[config.mk]
export PLATFORM = sky130hd
export DESIGN_NAME = htx_fifo_front
export DESIGN_NICKNAME = d
export VERILOG_FILES = /design/src/htx_pkg.sv /design/src/htx_fifo_front.sv /design/src/htx_serializer.sv
export SDC_FILE = /design/constraint.sdc
export NUM_CORES = 2
export LEC_CHECK = 0
export BUFFER_PORTS_ARGS = -buffer_cell sky130_fd_sc_hd__buf_2
export CAP_MARGIN = 10
export CORE_ASPECT_RATIO = 1.75
export CORE_MARGIN = 3
export CORE_UTILIZATION = 30
export CTS_BUF_LIST = sky130_fd_sc_hd__clkbuf_4 sky130_fd_sc_hd__clkbuf_8 sky130_fd_sc_hd__clkbuf_16
export CTS_CLUSTER_DIAMETER = 30
export DETAILED_ROUTE_END_ITERATION = 8
export PLACE_DENSITY_LB_ADDON = 0.15
export SLEW_MARGIN = 15
export SYNTH_ARGS = -nofsm -noshare
export SYNTH_HDL_FRONTEND = slang
export SYNTH_SLANG_ARGS = --single-unit
export TNS_END_PERCENT = 50
[constraint.sdc]
create_clock -name sys_clk -period 40.4 [get_ports sys_clk]
set_clock_uncertainty 0.15 [all_clocks]
set_input_delay 2.02 -clock sys_clk [delete_from_list [all_inputs] [get_ports sys_clk]]
set_output_delay 2.02 -clock sys_clk [all_outputs]
set_load 0.02 [all_outputs]
[src/htx_pkg.sv]
// htx_pkg: constants and types for the hdlc transmit fifo front end
// assumes: 16-bit registers, each on one aligned word of an avalon-mm slave
package htx_pkg;

    // register indices; the byte address is four times the index
    localparam logic [7:0] CTRL_IDX = 8'hA0;
    localparam logic [7:0] DATA_IDX = 8'hA2;
    localparam logic [7:0] STATUS_IDX = 8'hA4;
    localparam logic [7:0] LATCH_IDX = 8'hA6;
    localparam logic [7:0] IRQEN_IDX = 8'hA8;
    localparam int ADDR_W = 10;
    localparam logic [9:0] CTRL_ADDR = {CTRL_IDX, 2'h0};
    localparam logic [9:0] DATA_ADDR = {DATA_IDX, 2'h0};
    localparam logic [9:0] STATUS_ADDR = {STATUS_IDX, 2'h0};
    localparam logic [9:0] LATCH_ADDR = {LATCH_IDX, 2'h0};
    localparam logic [9:0] IRQEN_ADDR = {IRQEN_IDX, 2'h0};

    // control field positions
    localparam int CTRL_CLEAR_BIT = 0;
    localparam int CTRL_MSB_FIRST_BIT = 3;
    localparam int CTRL_THR_LSB = 8;
    localparam int CTRL_THR_MSB = 12;
    localparam logic [15:0] CTRL_RESET = 16'h0800;
    localparam logic [15:0] CTRL_MASK = 16'h1F7F;

    // data port fields
    localparam int DATA_LAST_BIT = 0;
    localparam int DATA_BYTE_LSB = 8;
    localparam int DATA_BYTE_MSB = 15;

    // status field positions
    localparam int ST_SPACE_BIT = 0;
    localparam int ST_EMPTY_BIT = 1;
    localparam int ST_FULL_BIT = 2;
    localparam int ST_GROUPS_LSB = 8;
    localparam int ST_GROUPS_MSB = 13;

    // latched event and enable positions
    localparam int EV_SPACE_BIT = 0;
    localparam int EV_EMPTY_BIT = 1;
    localparam int EV_FULL_BIT = 2;
    localparam int EV_PKT_DONE_BIT = 3;
    localparam int EV_UNDER_BIT = 4;
    localparam int EV_OVER_BIT = 5;
    localparam logic [5:0] EV_RESET = 6'h00;
    localparam logic [5:0] IRQEN_RESET = 6'h00;

    localparam int FIFO_DEPTH = 256;
    localparam logic [2:0] BYTE_LOAD_BITS = 3'h7;

    typedef struct packed {
        logic last;
        logic [7:0] data;
    } htx_entry_s;

    typedef struct packed {
        logic valid;
        logic data;
        logic pkt_end;
    } htx_bit_s;

    typedef enum logic [1:0] {
        HTX_IDLE = 2'h0,
        HTX_IN_PKT = 2'h1
    } htx_ser_e;

endpackage

[src/htx_fifo_front.sv]
// htx_fifo_front: transmit fifo, status, event latches and interrupt of one port
// assumes: avalon-mm master and packet processor on sys_clk; global enable from
// a register on the same clock
`timescale 1ns/1ps
`default_nettype none
module htx_fifo_front
    import htx_pkg::*;
#(
    parameter int DEPTH = FIFO_DEPTH
) (
    input wire logic sys_clk,
    input wire logic reset,
    input wire logic [ADDR_W-1:0] avs_address,
    input wire logic avs_read,
    input wire logic avs_write,
    input wire logic [31:0] avs_writedata,
    input wire logic [3:0] avs_byteenable,
    output logic [31:0] avs_readdata,
    output logic avs_waitrequest,
    input wire logic port_status_irq_en,
    input wire logic tx_bit_req,
    output htx_bit_s tx_bit,
    output logic fifo_ram_power_down,
    output logic irq
);

    localparam int PTR_W = $clog2(DEPTH);
    localparam int CNT_W = PTR_W + 1;
    localparam logic [CNT_W-1:0] DEPTH_C = CNT_W'(DEPTH);

    htx_entry_s mem [DEPTH];
    logic [PTR_W-1:0] wr_ptr;
    logic [PTR_W-1:0] rd_ptr;
    logic [CNT_W-1:0] count;
    logic [CNT_W-1:0] free_bytes;
    logic [CNT_W-1:0] thr_bytes;
    logic [15:0] ctrl;
    logic [5:0] events;
    logic [5:0] irq_en;
    logic [5:0] ev_set;
    logic [5:0] ev_clr;
    logic staged_last;
    logic ack;
    logic wr_go;
    logic rd_go;
    logic data_upper_wr;
    logic push_req;
    logic push;
    logic pop;
    logic overflow;
    logic underflow;
    logic packet_done;
    logic tx_full;
    logic tx_empty;
    logic tx_space_ok;
    logic [5:0] tx_free_groups;
    logic tx_fifo_clear;
    logic tx_msb_first;
    logic [4:0] tx_space_threshold;
    logic full_q;
    logic empty_q;
    logic space_q;
    logic clear_q;
    logic clear_release;
    logic [15:0] status_word;
    logic [15:0] next_readdata;
    htx_entry_s push_entry;

    ////////////////////////////////////////////////////////////////////////
    // bus slave: one wait state on every access, then the access completes
    assign avs_waitrequest = (avs_read || avs_write) && !ack;
    assign wr_go = avs_write && ack;
    assign rd_go = avs_read && !ack;

    always_ff @(posedge sys_clk or posedge reset) begin
        if (reset) begin
            ack <= 1'b0;
        end else begin
            ack <= (avs_read || avs_write) && !ack;
        end
    end

    always_comb begin
        next_readdata = 16'h0000;
        unique case (avs_address)
            CTRL_ADDR: next_readdata = ctrl;
            DATA_ADDR: next_readdata = 16'h0000;
            STATUS_ADDR: next_readdata = status_word;
            LATCH_ADDR: next_readdata = {10'h000, events};
            IRQEN_ADDR: next_readdata = {10'h000, irq_en};
            default: next_readdata = 16'h0000;
        endcase
    end

    // data is captured in the waiting cycle and stands at the completing edge
    always_ff @(posedge sys_clk or posedge reset) begin
        if (reset) begin
            avs_readdata <= 32'h0000_0000;
        end else if (rd_go) begin
            avs_readdata <= {16'h0000, next_readdata};
        end
    end

    ////////////////////////////////////////////////////////////////////////
    // control and enable registers, written per byte lane
    always_ff @(posedge sys_clk or posedge reset) begin
        if (reset) begin
            ctrl <= CTRL_RESET;
        end else if (wr_go && avs_address == CTRL_ADDR) begin
            if (avs_byteenable[0]) begin
                ctrl[7:0] <= avs_writedata[7:0] & CTRL_MASK[7:0];
            end
            if (avs_byteenable[1]) begin
                ctrl[15:8] <= avs_writedata[15:8] & CTRL_MASK[15:8];
            end
        end
    end

    always_ff @(posedge sys_clk or posedge reset) begin
        if (reset) begin
            irq_en <= IRQEN_RESET;
        end else if (wr_go && avs_address == IRQEN_ADDR && avs_byteenable[0]) begin
            irq_en <= avs_writedata[5:0];
        end
    end

    assign tx_fifo_clear = ctrl[CTRL_CLEAR_BIT];
    assign tx_msb_first = ctrl[CTRL_MSB_FIRST_BIT];
    assign tx_space_threshold = ctrl[CTRL_THR_MSB:CTRL_THR_LSB];
    assign fifo_ram_power_down = tx_fifo_clear;

    ////////////////////////////////////////////////////////////////////////
    // data port: a lone low-byte write stages the end mark for the next
    // high-byte write, so byte-wide software still pairs mark and data
    assign data_upper_wr = wr_go && avs_address == DATA_ADDR && avs_byteenable[1];
    assign push_req = data_upper_wr && !tx_fifo_clear;

    always_ff @(posedge sys_clk or posedge reset) begin
        if (reset) begin
            staged_last <= 1'b0;
        end else if (wr_go && avs_address == DATA_ADDR) begin
            if (avs_byteenable[1]) begin
                staged_last <= 1'b0;
            end else if (avs_byteenable[0]) begin
                staged_last <= avs_writedata[DATA_LAST_BIT];
            end
        end
    end

    always_comb begin
        push_entry.data = avs_writedata[DATA_BYTE_MSB:DATA_BYTE_LSB];
        push_entry.last = avs_byteenable[0] ? avs_writedata[DATA_LAST_BIT] : staged_last;
    end

    assign push = push_req && !tx_full;
    assign overflow = push_req && tx_full;

    ////////////////////////////////////////////////////////////////////////
    // fifo storage and pointers
    always_ff @(posedge sys_clk) begin
        if (push) begin
            mem[wr_ptr] <= push_entry;
        end
    end

    always_ff @(posedge sys_clk or posedge reset) begin
        if (reset) begin
            wr_ptr <= '0;
            rd_ptr <= '0;
            count <= '0;
        end else if (tx_fifo_clear) begin
            wr_ptr <= '0;
            rd_ptr <= '0;
            count <= '0;
        end else begin
            if (push) begin
                wr_ptr <= wr_ptr + PTR_W'(1);
            end
            if (pop) begin
                rd_ptr <= rd_ptr + PTR_W'(1);
            end
            if (push && !pop) begin
                count <= count + CNT_W'(1);
            end else if (pop && !push) begin
                count <= count - CNT_W'(1);
            end
        end
    end

    ////////////////////////////////////////////////////////////////////////
    // status
    assign free_bytes = DEPTH_C - count;
    assign thr_bytes = CNT_W'({tx_space_threshold, 3'h0}) + CNT_W'(1);
    assign tx_free_groups = 6'(free_bytes >> 3);
    assign tx_full = (count == DEPTH_C);
    assign tx_empty = (count == '0);
    assign tx_space_ok = (free_bytes >= thr_bytes);

    always_comb begin
        status_word = 16'h0000;
        status_word[ST_GROUPS_MSB:ST_GROUPS_LSB] = tx_free_groups;
        status_word[ST_FULL_BIT] = tx_full;
        status_word[ST_EMPTY_BIT] = tx_empty;
        status_word[ST_SPACE_BIT] = tx_space_ok;
    end

    ////////////////////////////////////////////////////////////////////////
    // serialiser toward the packet processor
    htx_serializer u_ser (
        .sys_clk(sys_clk),
        .reset(reset),
        .clear(tx_fifo_clear),
        .msb_first(tx_msb_first),
        .bit_req(tx_bit_req),
        .head_valid(!tx_empty),
        .head(mem[rd_ptr]),
        .pop(pop),
        .underflow(underflow),
        .packet_done(packet_done),
        .bit_out(tx_bit)
    );

    ////////////////////////////////////////////////////////////////////////
    // edge history; reset values match the status of an empty fifo
    always_ff @(posedge sys_clk or posedge reset) begin
        if (reset) begin
            full_q <= 1'b0;
            empty_q <= 1'b1;
            space_q <= 1'b1;
            clear_q <= 1'b0;
        end else begin
            full_q <= tx_full;
            empty_q <= tx_empty;
            space_q <= tx_space_ok;
            clear_q <= tx_fifo_clear;
        end
    end

    assign clear_release = clear_q && !tx_fifo_clear;

    always_comb begin
        ev_set = 6'h00;
        ev_set[EV_OVER_BIT] = overflow;
        ev_set[EV_UNDER_BIT] = underflow;
        ev_set[EV_PKT_DONE_BIT] = packet_done;
        ev_set[EV_FULL_BIT] = tx_full && !full_q;
        ev_set[EV_EMPTY_BIT] = (tx_empty && !empty_q) || clear_release;
        ev_set[EV_SPACE_BIT] = (tx_space_ok && !space_q) || clear_release;
        ev_clr = 6'h00;
        if (wr_go && avs_address == LATCH_ADDR && avs_byteenable[0]) begin
            ev_clr = avs_writedata[5:0];
        end
    end

    // a new event beats a clear landing in the same cycle
    always_ff @(posedge sys_clk or posedge reset) begin
        if (reset) begin
            events <= EV_RESET;
        end else begin
            events <= (events & ~ev_clr) | ev_set;
        end
    end

    ////////////////////////////////////////////////////////////////////////
    // bit 2 enable pairs with the full latch like the others
    always_ff @(posedge sys_clk or posedge reset) begin
        if (reset) begin
            irq <= 1'b0;
        end else begin
            irq <= port_status_irq_en && |(events & irq_en);
        end
    end

endmodule
`default_nettype wire

[src/htx_serializer.sv]
// htx_serializer: turns fifo bytes into single bits on request
// assumes: the packet processor asks for one bit per cycle at most, same clock
`timescale 1ns/1ps
`default_nettype none
module htx_serializer
    import htx_pkg::*;
(
    input wire logic sys_clk,
    input wire logic reset,
    input wire logic clear,
    input wire logic msb_first,
    input wire logic bit_req,
    input wire logic head_valid,
    input wire htx_entry_s head,
    output logic pop,
    output logic underflow,
    output logic packet_done,
    output htx_bit_s bit_out
);

    logic [7:0] shift;
    logic [2:0] bits_left;
    logic last_flag;
    logic msb_q;
    logic need;
    htx_ser_e state;

    ////////////////////////////////////////////////////////////////////////
    always_comb begin
        need = bit_req && (bits_left == 3'h0) && !clear;
        pop = need && head_valid;
        underflow = need && !head_valid && (state == HTX_IN_PKT);
        packet_done = pop && head.last;
    end

    ////////////////////////////////////////////////////////////////////////
    // bit order is frozen per byte so a mid-byte change cannot split it
    always_ff @(posedge sys_clk or posedge reset) begin
        if (reset) begin
            shift <= 8'h00;
            bits_left <= 3'h0;
            last_flag <= 1'b0;
            msb_q <= 1'b0;
            bit_out <= '0;
        end else if (clear) begin
            bits_left <= 3'h0;
            last_flag <= 1'b0;
            bit_out <= '0;
        end else if (pop) begin
            msb_q <= msb_first;
            last_flag <= head.last;
            bits_left <= BYTE_LOAD_BITS;
            bit_out.valid <= 1'b1;
            bit_out.pkt_end <= 1'b0;
            if (msb_first) begin
                bit_out.data <= head.data[7];
                shift <= {head.data[6:0], 1'b0};
            end else begin
                bit_out.data <= head.data[0];
                shift <= {1'b0, head.data[7:1]};
            end
        end else if (bit_req && bits_left != 3'h0) begin
            bits_left <= bits_left - 3'h1;
            bit_out.valid <= 1'b1;
            bit_out.pkt_end <= last_flag && (bits_left == 3'h1);
            if (msb_q) begin
                bit_out.data <= shift[7];
                shift <= {shift[6:0], 1'b0};
            end else begin
                bit_out.data <= shift[0];
                shift <= {1'b0, shift[7:1]};
            end
        end else begin
            bit_out <= '0;
        end
    end

    ////////////////////////////////////////////////////////////////////////
    always_ff @(posedge sys_clk or posedge reset) begin
        if (reset) begin
            state <= HTX_IDLE;
        end else begin
            unique case (state)
                HTX_IDLE: begin
                    if (pop && !head.last && !clear) begin
                        state <= HTX_IN_PKT;
                    end
                end
                HTX_IN_PKT: begin
                    if (clear || (pop && head.last)) begin
                        state <= HTX_IDLE;
                    end
                end
            endcase
        end
    end

endmodule
`default_nettype wire
==> out/qor.yml <==
yosys:
  synth_area_leaders: "edfxtp_1 73%, mux4_2 12%, mux2i_1 2.3%"
  synthDominantCellAreaShare_pct: 73.23
  synthArstFlopShare_pct: 3.598
  yosysMostFrequentCell: "edfxtp_1"
  syn_area_mm2: 0.09448
  synth_common_cells: "2304 x edfxtp_1, 499 x mux4_2, 334 x nor2_1, 234 x nand2_1, 214 x mux2i_1"
  ys.flop_type: "edfxtp_1"
  ys_types: 80
  yosysSeqAreaShare_pct: 75.51
  avgSynthCellArea_um2: 19.90
  synth-seq-cells: 2390
  synth_enable_flop_cells: 2304
  yosysTopAreaCell: "edfxtp_1"
  ys_warn_count: 0
  synthesis.instances: 4749
worst_setup_path:
  r2r_slack_ns: 34.45
  crit_top_cell: "buf_4"
  crit_chain: "buf_4, buf_4, buf_4, buf_4, mux4_2, nand2_1, a311oi_1, nor4_1, a2111oi_1, buf_4, o31a_1, nand2_1, o221ai_1"
  cp-start-kind: "register"
  cp_slowest_stage_delay_ns: 1.09
  r2r_cells: 13
  cp-end-kind: "register"
  rr_startpoint: "rd_ptr[2]"
  slowest_stage: "a311oi_1"
  worstSetupPathType: "reg -> reg"
  crit_arrival_ns: 6.58
  critPathMaxFanout: 33
  r2r_end: "u_ser.bit_out[1]"
  required_ns: 41.02
floorplan:
  rows: 272
  start_util_pct: 30.14
  die_w_um: 430.2
  ios: 90
  dieArea_mm2: 0.3220
  chipHeight_um: 748.4
  core_area_mm2: 0.3134
sta:
  min_period_ns: 5.955
  tightest_slew_ns: 1.265
  setup_viol: 0
  max_clock_freq_mhz: 167.9
  hold_viol_final: 0
  slew_headroom_pct: 15.08
  slew_violations: 0
  fin_ws_ns: 34.45
  finalCritPeriodShare_pct: 14.74
  rsz0062_at_grt: "no"
  final.setup.tns_ns: 0
clock_tree:
  cts_buffer_depth: 4
  htreeDepth: 5
  cts_tree: "done"
  post_cts_buffers: 0
  clkLatencyLatePin_ns: 0.88
  ctsRootBufferMaster: "clkbuf_16"
  ctsResizeCount: 0
  hold_buffers: 0
  cts_buffers: 355
  cts.sinks: 2390
  clk_pin_slew_ns: 0.06
route:
  via_count: 48710
  drtPass1Iterations: 7
  viasPerCell: 5.155
  routedWlPerCell_um: 33.19
  drc: 0
  drtAntennaViolNets: 0
  drt_iter0_markers: 3913
  wl_um: 313500
global_route:
  grt_pass1_wl_um: 432000
  first_global_vias: 51340
  grt_usage_pct: 19.22
  grt.overflow.total: 0
  antenna_found_initial: 10
  grt_max_degree: 155
layout:
  syn_to_final_growth_pct: 18.30
  fin_area_mm2: 0.1118
  drive_gt1_share_pct: 26.56
  utilization_pct: 35.66
  finalNetCount: 5117
  fillers: 29100
place:
  dpl_cell_area_mm2: 0.09956
  dp_hpwl_um: 197000
  post-place-ws_ns: 34.14
  io_buffers: 51
  routabilityCongestion: 0.7964
pwr:
  p_leak_uw: 0.03586
  p_per_area_mw_per_mm2: 69.79
  p_total_uw: 7801
  ir_drop_v: 0.00007293
worst_hold_path:
  hold_depth: 1
  min_to: "events[2]"
  holdCritPathClass: "reg -> reg"
  hp-start: "full_q"
run_status:
  status: "finished clean"
run:
  maxCapViolCount: 0
cell type report:
type                            instances  area, um2  area share (%)
Sequential cell                      2390      71370           63.85
Multi-Input combinational cell       2059      21350           19.10
Clock buffer                          393       9315           8.334
Tap cell                             4110       5142           4.601
Clock inverter                        256       2880           2.577
Timing Repair Buffer                  206       1593           1.425
Inverter                               27      110.1         0.09851
Antenna cell                            7      17.52         0.01567
cells by family after synthesis:
logic type | after synthesis | share of synthesized area, %
mux | 752 | 14.80
flops | 2390 | 75.51
compound gates | 468 | 3.470
buf+inv | 318 | 2.129
fa+ha+maj | 26 | 0.3522
simple gates | 771 | 3.524
xor+xnor | 23 | 0.2132
other cells | 1 | 0.003969
routing by layer:
metal  share of wire [%]  track usage [%]  vias to the layer above
li1                    -                -                    20160
met1                  37            22.19                    26610
met3                 4.3            2.527                      451
met5                   0                0                        -
met4                 4.0            7.399                        0
met2                  54            35.84                     1494
critical path, delay by kind of cell, from the launching register on:
family | cells | cell delay (ns)
AND/OR/NAND/NOR | 3 | 0.41
flip-flops | 1 | 0.66
buffers and inverters | 5 | 2.32
AO/OA/AOI/OAI | 4 | 1.87
multiplexers | 1 | 0.33
sequential cells by signal (all words and copies together), names as in the netlist, 3 cells and up:
name,count
wr_ptr,8
u_ser.bits_left,3
rd_ptr,8
u_ser.shift,8
events,6
mem,2304
irq_en,6
count,9
ctrl,12
avs_readdata,13
u_ser.bit_out,3
worst max-delay path by stage:
stage                                 start               end  slack (ns)
after floorplan           avs_byteenable[0]         mem[0][8]       26.06
after global placement            rd_ptr[0]    u_ser.shift[2]       34.21
after detailed placement     avs_address[1]       mem[155][8]       34.14
after CTS                         rd_ptr[0]    u_ser.shift[2]       34.26
after global routing              rd_ptr[0]    u_ser.shift[2]       34.04
final                             rd_ptr[2]  u_ser.bit_out[1]       34.45
through the flow:
stage | std cells | hold WS, ns
after CTS | 9441 | 0.2939
after global routing | 9442 | 0.3369
after global placement | 8792 | 0.2662
final | 9448 | 0.2878
after detailed placement | 8792 | 0.2857
after floorplan | 4767 | 0.2496
cell usage in the layout (no fill, tap or decap), types with 15 or more instances in the layout:
cell / instances
and2_1: 16
o221ai_1: 43
clkbuf_4: 29
clkinvlp_4: 41
nand2_2: 17
o22ai_1: 44
bufinv_16: 39
clkinv_2: 40
buf_4: 147
a211oi_1: 22
clkinv_4: 24
mux2i_1: 214
dfrtp_1: 76
ha_1: 25
a22oi_1: 81
nor2b_1: 24
clkbuf_16: 363
mux4_2: 499
o21ai_0: 56
nand2b_1: 15
inv_8: 19
nand3_1: 62
clkinv_1: 33
buf_2: 43
a21oi_1: 66
mux2_2: 28
nor2_1: 320
and3_1: 15
xnor2_1: 15
edfxtp_1: 2304
a31oi_1: 31
nand2_1: 216
conb_1: 19
inv_1: 21
inv_6: 52
power by group:
| group | leakage (uW) | internal (uW) | switching (uW) | total, uW |
|---|---|---|---|---|
| registers | 0.0219 | 2740 | 49.2 | 2780 |
| logic | 0.00803 | 664 | 1190 | 1850 |
| clock network | 0.00591 | 1950 | 1220 | 3170 |
No activity file was read; power rests on OpenSTA's default activity.
